===== config.mk =====
export PLATFORM = sky130hd
export DESIGN_NAME = ecs_clock_select
export DESIGN_NICKNAME = d
export VERILOG_FILES = /design/src/design/ecs_pkg.sv /design/src/design/ecs_clock_select.sv /design/src/design/ecs_edge_divider.sv
export SDC_FILE = /design/constraint.sdc
export NUM_CORES = 1
export LEC_CHECK = 0
export BUFFER_PORTS_ARGS = -buffer_cell sky130_fd_sc_hd__buf_2
export CORE_UTILIZATION = 52
export CTS_CLUSTER_SIZE = 12
export DETAILED_ROUTE_END_ITERATION = 10
export PLACE_DENSITY = 0.91
export SYNTH_ARGS = -nofsm -noshare
export SYNTH_HDL_FRONTEND = slang
export SYNTH_SLANG_ARGS = --single-unit

===== constraint.sdc =====
create_clock -name clk -period 3.8 [get_ports clk]
set_clock_uncertainty 0.15 [all_clocks]
set_input_delay 0.19 -clock clk [delete_from_list [all_inputs] [get_ports clk]]
set_output_delay 0.19 -clock clk [all_outputs]
set_load 0.03 [all_outputs]

===== src/design/ecs_pkg.sv =====
// Purpose: Shared constants for the external sample clock select block
// Assumes: Register numbers are used directly as addresses on the register port
// Notes: Validity checks for range codes and divider values live here
package ecs_pkg;

   // ***************************************************************
   // Register numbers
   // ***************************************************************
   localparam logic [31:0] ADDR_EXT_CLOCK_SELECT = 32'h0000_4E84; // 20100
   localparam logic [31:0] ADDR_CLOCK_INPUT_TERM = 32'h0000_4E98; // 20120
   localparam logic [31:0] ADDR_EXT_CLOCK_RANGE = 32'h0000_4EA2; // 20130
   localparam logic [31:0] ADDR_EXT_CLOCK_DIVIDER = 32'h0000_4E48; // 20040
   localparam logic [31:0] ADDR_CLOCK_STATUS = 32'h0000_4EE7; // 20199

   // ***************************************************************
   // Field positions and widths
   // ***************************************************************
   localparam int RANGE_W = 6;
   localparam int DIV_W = 11;
   localparam int STAT_EXT_BIT = 0;
   localparam int STAT_CLK_BIT = 1;
   localparam int STAT_TERM_BIT = 2;

   // ***************************************************************
   // Range codes
   // ***************************************************************
   localparam logic [RANGE_W-1:0] RANGE_SINGLE = 6'h02;
   localparam logic [RANGE_W-1:0] RANGE_SMALL_BURST = 6'h04;
   localparam logic [RANGE_W-1:0] RANGE_MEDIUM_BURST = 6'h08;
   localparam logic [RANGE_W-1:0] RANGE_LARGE_BURST = 6'h10;
   localparam logic [RANGE_W-1:0] RANGE_EXTRA_LARGE_BURST = 6'h20;

   // ***************************************************************
   // Reset values
   // ***************************************************************
   localparam logic RST_EXT_SELECT = 1'h0;
   localparam logic RST_TERM = 1'h0;
   localparam logic [RANGE_W-1:0] RST_RANGE = RANGE_SINGLE;
   localparam logic [DIV_W-1:0] RST_DIVIDER = 11'h001;

   // ***************************************************************
   // Checks
   // ***************************************************************
   // Range code is one of the five accepted codes
   function automatic logic range_valid(input logic [31:0] v);
      range_valid = (v == 32'h02) || (v == 32'h04) || (v == 32'h08) ||
                    (v == 32'h10) || (v == 32'h20);
   endfunction

   // Divider value is one of the seventeen accepted values
   function automatic logic div_valid(input logic [31:0] v);
      case (v)
         32'h1, 32'h2, 32'h4, 32'h8, 32'hA, 32'h10, 32'h14, 32'h28, 32'h32,
         32'h50, 32'h64, 32'hC8, 32'h190, 32'h1F4, 32'h320, 32'h3E8,
         32'h7D0: div_valid = 1'b1;
         default: div_valid = 1'b0;
      endcase
   endfunction

endpackage


===== src/design/ecs_clock_select.sv =====
// Purpose: Sample clock selection, termination and range settings
// Assumes: Registers are reached by register number on a simple write/read port
// Notes: Internal clock arrives already generated from the on-board reference
//
// Function
// [RULE1] With external select set the sample clock comes from the connector, else internal.
// [RULE2] Termination bit set to 1 switches in the load only while the connector is an input.
// [RULE3] The outside source supplies at least 1 MHz when clocking directly.
// [RULE4] The outside clock stays below the variant limit of 50 or 100 MS/s.
// [RULE5] The range register accepts codes 2, 4, 8, 16 and 32 only.
// [RULE6] The outside clock stays within 5 % of the chosen range while running.
// [RULE7] Software picks single or small burst at 10 MHz or 5 MHz by channel set.
// [RULE8] In four channel FIFO mode software uses the 2.5/7.5/17.5/36 MHz bounds.
// [RULE9] Software rewrites the range after any channel or mode change.
// [RULE10] A programmed divider divides the outside clock and that becomes the sample clock.
// [RULE11] The divider accepts only 1,2,4,8,10,16,20,40,50,80,100,200,400,500,800,1000,2000.
// [RULE12] With the divider in use the outside clock is faster than 1 MS/s.
// [RULE13] Without external select the sample clock is the internal reference-derived one.
// [RULE14] A divider of 1 passes the outside clock through unchanged.
`timescale 1ns/1ps
module ecs_clock_select #(
   parameter int DIV_W = ecs_pkg::DIV_W
) (
   // Clock and reset
   input wire logic clk,
   input wire logic srst,
   // Register port
   input wire logic reg_wr,
   input wire logic reg_rd,
   input wire logic [31:0] reg_addr,
   input wire logic [31:0] reg_wdata,
   output logic [31:0] reg_rdata,
   output logic reg_rvalid,
   // Clock sources
   input wire logic ext_clk_in,
   input wire logic int_clk_in,
   // Board side
   output logic sample_clk,
   output logic sample_strobe,
   output logic term_enable
);

   // ***************************************************************
   // State
   // ***************************************************************
   typedef struct packed {
      logic ext_sel;
      logic term;
      logic [ecs_pkg::RANGE_W-1:0] range;
      logic [DIV_W-1:0] div;
      logic [31:0] rdata;
      logic rvalid;
      logic smp_prev;
   } ecs_state_t;

   ecs_state_t st_ff;
   ecs_state_t nxt_st;
   logic div_clk;
   logic div_restart;
   logic wr_div_ok;
   logic wr_rng_ok;

   assign wr_div_ok = reg_wr && (reg_addr == ecs_pkg::ADDR_EXT_CLOCK_DIVIDER) &&
                      ecs_pkg::div_valid(reg_wdata);
   assign wr_rng_ok = reg_wr && (reg_addr == ecs_pkg::ADDR_EXT_CLOCK_RANGE) &&
                      ecs_pkg::range_valid(reg_wdata);
   // Restart divider phase on a new ratio or source change
   assign div_restart = wr_div_ok ||
                        (reg_wr && reg_addr == ecs_pkg::ADDR_EXT_CLOCK_SELECT);

   // ***************************************************************
   // Divider
   // ***************************************************************
   ecs_edge_divider #(
      .DIV_W(DIV_W)
   ) u_div (
      .clk(clk),
      .srst(srst),
      .bypass(st_ff.div == ecs_pkg::RST_DIVIDER),
      .restart(div_restart),
      .ratio(st_ff.div),
      .ext_clk(ext_clk_in),
      .div_clk(div_clk)
   );

   // Source mux; the PLL path is outside, only its output is chosen here
   assign sample_clk = st_ff.ext_sel ? div_clk : int_clk_in; // RULE1 RULE13
   assign sample_strobe = sample_clk & ~st_ff.smp_prev;
   // Load only makes sense while the connector receives a clock
   assign term_enable = st_ff.term & st_ff.ext_sel; // RULE2
   assign reg_rdata = st_ff.rdata;
   assign reg_rvalid = st_ff.rvalid;

   // ***************************************************************
   // Register access
   // ***************************************************************
   // Writes of unlisted codes are dropped so the block never runs unconfigured
   always_comb begin
      nxt_st = st_ff;
      nxt_st.smp_prev = sample_clk;
      nxt_st.rvalid = reg_rd;
      if (reg_wr) begin
         case (reg_addr)
            ecs_pkg::ADDR_EXT_CLOCK_SELECT: nxt_st.ext_sel = reg_wdata[0]; // RULE1
            ecs_pkg::ADDR_CLOCK_INPUT_TERM: nxt_st.term = reg_wdata[0]; // RULE2
            ecs_pkg::ADDR_EXT_CLOCK_RANGE: begin
               if (wr_rng_ok) begin
                  nxt_st.range = reg_wdata[ecs_pkg::RANGE_W-1:0]; // RULE5
               end
            end
            ecs_pkg::ADDR_EXT_CLOCK_DIVIDER: begin
               if (wr_div_ok) begin
                  nxt_st.div = reg_wdata[DIV_W-1:0]; // RULE11
               end
            end
            default: ;
         endcase
      end
      if (reg_rd) begin
         case (reg_addr)
            ecs_pkg::ADDR_EXT_CLOCK_SELECT: nxt_st.rdata = {31'h0, st_ff.ext_sel};
            ecs_pkg::ADDR_CLOCK_INPUT_TERM: nxt_st.rdata = {31'h0, st_ff.term};
            ecs_pkg::ADDR_EXT_CLOCK_RANGE:
               nxt_st.rdata = {{(32-ecs_pkg::RANGE_W){1'b0}}, st_ff.range};
            ecs_pkg::ADDR_EXT_CLOCK_DIVIDER:
               nxt_st.rdata = {{(32-DIV_W){1'b0}}, st_ff.div};
            ecs_pkg::ADDR_CLOCK_STATUS: begin
               nxt_st.rdata = 32'h0;
               nxt_st.rdata[ecs_pkg::STAT_EXT_BIT] = st_ff.ext_sel;
               nxt_st.rdata[ecs_pkg::STAT_CLK_BIT] = sample_clk;
               nxt_st.rdata[ecs_pkg::STAT_TERM_BIT] = term_enable;
            end
            default: nxt_st.rdata = 32'h0;
         endcase
      end
   end

   always_ff @(posedge clk) begin
      if (srst) begin
         st_ff.ext_sel <= ecs_pkg::RST_EXT_SELECT;
         st_ff.term <= ecs_pkg::RST_TERM;
         st_ff.range <= ecs_pkg::RST_RANGE;
         st_ff.div <= ecs_pkg::RST_DIVIDER;
         st_ff.rdata <= 32'h0;
         st_ff.rvalid <= 1'b0;
         st_ff.smp_prev <= 1'b0;
      end else begin
         st_ff <= nxt_st;
      end
   end

   // ***************************************************************
   // Checks
   // ***************************************************************
   property p_ext_direct;
      @(posedge clk) disable iff (srst)
      (st_ff.ext_sel && st_ff.div == 11'h001) |-> (sample_clk == ext_clk_in);
   endproperty
   a_ext_direct: assert property (p_ext_direct) // RULE14
      else $error("ratio one does not pass the external clock");

   property p_int_path;
      @(posedge clk) disable iff (srst)
      (reg_wr && reg_addr == ecs_pkg::ADDR_EXT_CLOCK_SELECT && !reg_wdata[0])
      |=> (sample_clk == int_clk_in);
   endproperty
   a_int_path: assert property (p_int_path) // RULE13
      else $error("internal clock not selected after clearing select");

   property p_ext_select;
      @(posedge clk) disable iff (srst)
      (reg_wr && reg_addr == ecs_pkg::ADDR_EXT_CLOCK_SELECT && reg_wdata[0])
      ##1 (st_ff.div == 11'h001) |-> (sample_clk == ext_clk_in);
   endproperty
   a_ext_select: assert property (p_ext_select) // RULE1
      else $error("external clock not selected after setting select");

   property p_term_on;
      @(posedge clk) disable iff (srst)
      (reg_wr && reg_addr == ecs_pkg::ADDR_CLOCK_INPUT_TERM && reg_wdata[0] && st_ff.ext_sel &&
       !(reg_wr && reg_addr == ecs_pkg::ADDR_EXT_CLOCK_SELECT)) |=> term_enable;
   endproperty
   a_term_on: assert property (p_term_on) // RULE2
      else $error("termination not switched in");

   property p_term_input_only;
      @(posedge clk) disable iff (srst)
      !st_ff.ext_sel |-> !term_enable;
   endproperty
   a_term_input_only: assert property (p_term_input_only) // RULE2
      else $error("termination on while connector is not an input");

   property p_range_reject;
      @(posedge clk) disable iff (srst)
      (reg_wr && reg_addr == ecs_pkg::ADDR_EXT_CLOCK_RANGE && !ecs_pkg::range_valid(reg_wdata))
      |=> $stable(st_ff.range);
   endproperty
   a_range_reject: assert property (p_range_reject) // RULE5
      else $error("unlisted range code was stored");

   property p_range_accept;
      @(posedge clk) disable iff (srst)
      wr_rng_ok |=> (st_ff.range == $past(reg_wdata[5:0]));
   endproperty
   a_range_accept: assert property (p_range_accept) // RULE5
      else $error("listed range code not stored");

   property p_div_reject;
      @(posedge clk) disable iff (srst)
      (reg_wr && reg_addr == ecs_pkg::ADDR_EXT_CLOCK_DIVIDER && !ecs_pkg::div_valid(reg_wdata))
      |=> $stable(st_ff.div);
   endproperty
   a_div_reject: assert property (p_div_reject) // RULE11
      else $error("unlisted divider value was stored");

   property p_div_accept;
      @(posedge clk) disable iff (srst)
      wr_div_ok |=> (st_ff.div == $past(reg_wdata[10:0]));
   endproperty
   a_div_accept: assert property (p_div_accept) // RULE11
      else $error("listed divider value not stored");

endmodule


===== src/design/ecs_edge_divider.sv =====
// Purpose: Divides the external clock by an even ratio or passes it through
// Assumes: External clock is sampled by clk and is slower than clk/2
// Notes: Output toggles after half the ratio in rising edges
`timescale 1ns/1ps
module ecs_edge_divider #(
   parameter int DIV_W = 11
) (
   // Clock and reset
   input wire logic clk,
   input wire logic srst,
   // Control
   input wire logic bypass,
   input wire logic restart,
   input wire logic [DIV_W-1:0] ratio,
   // Clock in and out
   input wire logic ext_clk,
   output logic div_clk
);

   // ***************************************************************
   // State
   // ***************************************************************
   typedef struct packed {
      logic prev;
      logic [DIV_W-1:0] cnt;
      logic tog;
   } ecs_div_state_t;

   ecs_div_state_t st_ff;
   ecs_div_state_t nxt_st;
   logic rise;
   logic [DIV_W-1:0] half;

   assign rise = ext_clk & ~st_ff.prev;
   assign half = ratio >> 1;

   // Edge counting; a ratio change restarts the phase
   always_comb begin
      nxt_st = st_ff;
      nxt_st.prev = ext_clk;
      if (restart) begin
         nxt_st.cnt = '0;
         nxt_st.tog = 1'b0;
      end else if (rise && !bypass) begin
         if (st_ff.cnt + 1'b1 >= half) begin
            nxt_st.cnt = '0;
            nxt_st.tog = ~st_ff.tog; // RULE10
         end else begin
            nxt_st.cnt = st_ff.cnt + 1'b1;
         end
      end
   end

   always_ff @(posedge clk) begin
      if (srst) begin
         st_ff <= '0;
      end else begin
         st_ff <= nxt_st;
      end
   end

   // Ratio one adds no division, only the raw input
   assign div_clk = bypass ? ext_clk : st_ff.tog; // RULE14

   // ***************************************************************
   // Checks
   // ***************************************************************
   property p_div_toggle_on_rise;
      @(posedge clk) disable iff (srst)
      (!bypass && !$past(restart) && $changed(st_ff.tog)) |-> $past(rise);
   endproperty
   a_div_toggle_on_rise: assert property (p_div_toggle_on_rise) // RULE10
      else $error("divided clock toggled without an input edge");

endmodule


======== Word level (Yosys, flattened, before mapping) ========
Cells that the tools add are included.
word-level totals
  register bits ........................... 66
  latch bits .............................. 0
  bits in writable memories ............... 0
  memory bits (read-only) ................. 0
  bits of input ports ..................... 70
  output and inout bits ................... 36
  logic and storage cells ................. 66
  memories ................................ 0
cells by class
  add/subtract/negate cells ............... 1
  $mul .................................... 0
  div/mod/pow operators ................... 0
  order comparisons ....................... 1
  equal/unequal tests ..................... 24
  shifts and indexed selects .............. 0
  muxes and demuxes ....................... 5
  bitwise gates (word level) .............. 6
  reductions and logical operators ........ 19
operators by type and width
  cell                     number
  $eq A32 B15 Y1 const B   5
  $eq A32 B6 Y1 const B    3
  $eq A32 B10 Y1 const B   2
  $eq A32 B4 Y1 const B    2
  $eq A32 B5 Y1 const B    2
  $eq A32 B7 Y1 const B    2
  $eq A32 B9 Y1 const B    2
  $pmux W11 S5             1
  $eq A32 B1 Y1 const B    1
  $eq A32 B11 Y1 const B   1
  $eq A32 B2 Y1 const B    1
  $eq A32 B3 Y1 const B    1
  $eq A32 B8 Y1 const B    1
  $reduce_or A17 Y1        1
  $add A11 B1 Y11 const B  1
  $eq A11 B1 Y1 const B    1
  $ge A11 B10 Y1           1
  $mux W11                 1
  $logic_and A1 B1 Y1      6
  $reduce_and A2 Y1        3
  $reduce_and A3 Y1        2
  $logic_or A1 B1 Y1       5
  $and A1 B1 Y1            3
  $mux W1                  3
  3 further kinds          5

======== Depth between registers and ports, before layout ========
  word-level depth ........................ 7
  depth in mapped cells ................... 12

======== Cells and area by module ========
A second synthesis with hierarchy kept.
second synthesis, totals
  cell total of the unflattened synthesis .. 395
  area, all modules ....................... 3208.1 um2
by module, submodules not included
  module            times used  cells an instance  area an instance (um2)  sequential area each (um2)
  ecs_clock_select  1           279                2259.7                  640.6
  ecs_edge_divider  1           116                948.4                   260.2

======== Least setup slack after synthesis ========
Ideal clock, no wire load.
  path kind ............................... register -> register
  from .................................... reg u_div.st_ff[3] in the netlist's numbering
  to ...................................... reg u_div.st_ff[3] in the netlist's numbering
  library setup time ...................... 0.086 ns
  data arrival time ....................... 2.492 ns
  path slack .............................. 1.073 ns
  cell stages (with the launch flop) ...... 13
  buffers on the path ..................... 2
  cells stage by stage .................... dfxtp_1 > buf_2 > nand3_1 > nor3_1 > and3_1 > xor2_1 > ha_1 > o2111ai_1 > nor2_1 > a211oi_1 > buf_2 > o21ai_0 > a211oi_1
between the ends
  cells in the longest elaborated chain, start to end .. 3
RTL lines
  item                    line                                            source
  start, declared         ecs_edge_divider.sv:29                          ecs_div_state_t st_ff;
  start signal, assigned  ecs_edge_divider.sv:58                          st_ff <= nxt_st;
  $add A11 B1 Y11 (*)     ecs_edge_divider.sv:45, ecs_edge_divider.sv:49
  $ge A11 B10 Y1          ecs_edge_divider.sv:45                          if (st_ff.cnt + 1'b1 >= half) begin
  $mux W11 (*)            ecs_edge_divider.sv:45
Every way passes the cells marked *; elsewhere a longest branch is shown, timed or not.
A chain may end at the register's enable or synchronous reset.

======== Worst setup path in the final report ========
  from .................................... reg u_div.st_ff[3] in the netlist's numbering
  to ...................................... reg u_div.st_ff[9] in the netlist's numbering
The elaborated chain is that of the path after synthesis.

==> reports/results.ini <==
[clock_tree]
path_clk_slew_ps=80
cts-root-buf=clkbuf_8
cts_buffers=5
cts_setup_buffers=0
cts_buffer_depth=2
clock_sinks=45
h-tree-depth=2
cts_tree=done
clock_latency_ps=310

[power]
peakVddDrop_v=0.000251
powerDensity_nw_per_um2=267
p_leak_uw=0.00148
total_power_uw=981

[place]
hpwl_mm=5.93
dp_slack_ps=824
port_buffers=84
dp_cells=529
place.gp.congestion=0.886

[sta]
hold_slack_ps=36.5
post-route-min-period_ps=3190
worst_pin_slew_ps=805
hold_viol=0
worst_slack_ps=611
finalSetupTns_ps=0
slew_headroom_pct=46.1
maxSlewViolCount=0
setup_violations=0
period_share_pct=83.9
rsz0062_at_grt=no
clock.fmax_mhz=314

[grt]
grt_antenna_before_repair=0
grt_use_total_pct=24.8
grt_pass1_vias=2917
grt_overflow_total=0
grt_pass1_wl_mm=12.9
grt_max_degree=46

[yosys]
synth_top_cell_area_share_pct=27.3
synth_most_common_cell=dfxtp_1
synth.ff_latch_count=45
ys_seq_area_share_pct=27.3
yosysWarnings=0
ys.flop_type=dfxtp_1
syn_area_per_cell_sq_um=8.23
synthesis.area_sq_um=3300
synth_area_leaders=dfxtp_1, buf_4, mux2i_1
syn_inst=401
synth_edf_count=0
async_flop_share_pct=0
ys_top_cells_by_count=dfxtp_1, nand2_1, buf_4
synth.distinct_cells=57
synth_top_area_cell=dfxtp_1

[final_layout]
nets=543
drive_gt1_share_pct=24.0
area_growth_pct=11.1
diodes=0
fin_cells=537

[drt]
vias=3124
dr.pass1.iters=6
vias_per_cell=5.82
wl_mm=7.95
drc=0
post_drt_wl_per_cell_um=14.8
drt-initial-drc-count=211
postRouteAntennaNets=0

[hold_path]
hold_path_class=in -> reg

[setup_path]
path_cells=nand3_1 -> nor3_1 -> and3_1 -> xor2_1 -> ha_1 -> o2111ai_1 -> nor2_1 -> a211oi_1 -> buf_4 -> o21ai_0 -> a211oi_1
slowest_delay_ps=460
required_ps=3870
cp_max_fo=12
end_kind=flip-flop
crit_top_cell=a211oi_1
slowest_stage=dfxtp_1
arrival_ps=3250
start_kind=flip-flop
worstSetupPathType=reg -> reg

[status]
status=finished, final reports clean

[die]
die_y_um=81.7
initial_core_util_pct=54.8
die_w_um=81.7
fp-row-count=28
coreArea_sq_um=6030
io_pins=106
die_area_sq_um=6670

[flow_run]
maxCapViolations=0

where the power goes:
| group | internal, uW | switching (uW) |
|---|---|---|
| combinational | 50.3 | 98.3 |
| clock | 191 | 165 |
| sequential | 475 | 1.36 |
| total | 716 | 264 |
metal layers:
layer	vias up	GRT usage, %	wire length (um)
li1	1518	-	-
met2	133	42.0	3870
met3	22	4.33	465
met4	0	12.3	207
met1	1451	30.2	3410
met5	-	0	0
worst max-delay path: cells and delay by family, from the launching register on:
kind,cells,cell delay [ps]
AO/OA/AOI/OAI,4,740
adder cells (fa/ha/maj),1,320
XOR/XNOR,1,240
AND/OR/NAND/NOR,4,970
buffers and inverters,1,230
flip-flops,1,460
cells by family (layout without fill, tap and decap cells):
kind of cell | after synthesis | count (layout) | share of synthesized area, %
AO/OA/AOI/OAI | 57 | 57 | 13.0
XOR/XNOR | 9 | 9 | 2.39
adder cells (fa/ha/maj) | 11 | 11 | 4.17
buffers and inverters | 67 | 108 | 12.2
flip-flops | 45 | 45 | 27.3
multiplexers | 15 | 15 | 4.55
other | 1 | 21 | 0.114
AND/OR/NAND/NOR | 196 | 196 | 36.3
placed cells by master, fill, tap and decap left out, types with 4 or more instances in the layout:
master     synthesis  routed
nand2b_1          19      19
dfxtp_1           45      45
conb_1             1      21
nor2b_1           14      14
nand3b_1           5       5
nor4b_1            5       5
clkbuf_8           0       5
o21ai_0            9       9
nor2_1            30      30
a22oi_1            4       4
a21oi_1            9       9
xor2_1             7       7
and3_1             4       4
nor4_4             6       6
a221oi_1           4       4
mux2i_1           15      15
nor3_1            22      22
nand3_1           17      17
ha_1              11      11
o2111ai_1          4       4
nor4_1             9       9
buf_2             13      84
a211oi_1          10      10
nand2_1           34      34
nor4bb_1           5       5
nand4_1            8       8
inv_1             14      14
stage by stage:
stage / area [sq um] / util [%]
after floorplan: 3370 / -
after global placement: 3550 / 59.0
after detailed placement: 3550 / 59.0
after CTS: 3670 / 60.9
after global routing: 3670 / 60.9
final: 3670 / 60.9
path summary, 6_finish.rpt:
kind                                                  start  slack, ps                          end  cells after the start
worst max-delay path            u_div.st_ff[3]$_SDFFE_PP0P_        610  u_div.st_ff[9]$_SDFFE_PP0P_                     11
worst max register to register  u_div.st_ff[3]$_SDFFE_PP0P_        610  u_div.st_ff[9]$_SDFFE_PP0P_                     11
worst min-delay path                          reg_wdata[10]         40       st_ff[44]$_SDFFE_PP0P_                      3
worst min register to register    reg_rdata[7]$_SDFFE_PP0P_        310    reg_rdata[7]$_SDFFE_PP0P_                      2
state kept, by name, indices dropped and copies added (netlist names):
signal and flops:
st_ff 20, reg_rvalid 1, reg_rdata 11, u_div.st_ff 13
cell type report:
type | instances | area, sq um
Sequential cell | 45 | 901
Clock inverter | 2 | 35.0
Tap cell | 75 | 93.8
Timing Repair Buffer | 87 | 445
Clock buffer | 5 | 68.8
Multi-Input combinational cell | 309 | 2070
Fill cell | 510 | 2360
Inverter | 14 | 52.6
timing repair:
action                    in CTS  in global routing
hold buffers                   1                  0
gates resized for setup        0                  0
hold endpoints to repair       1                  0
(Power assumes the default switching activity.)
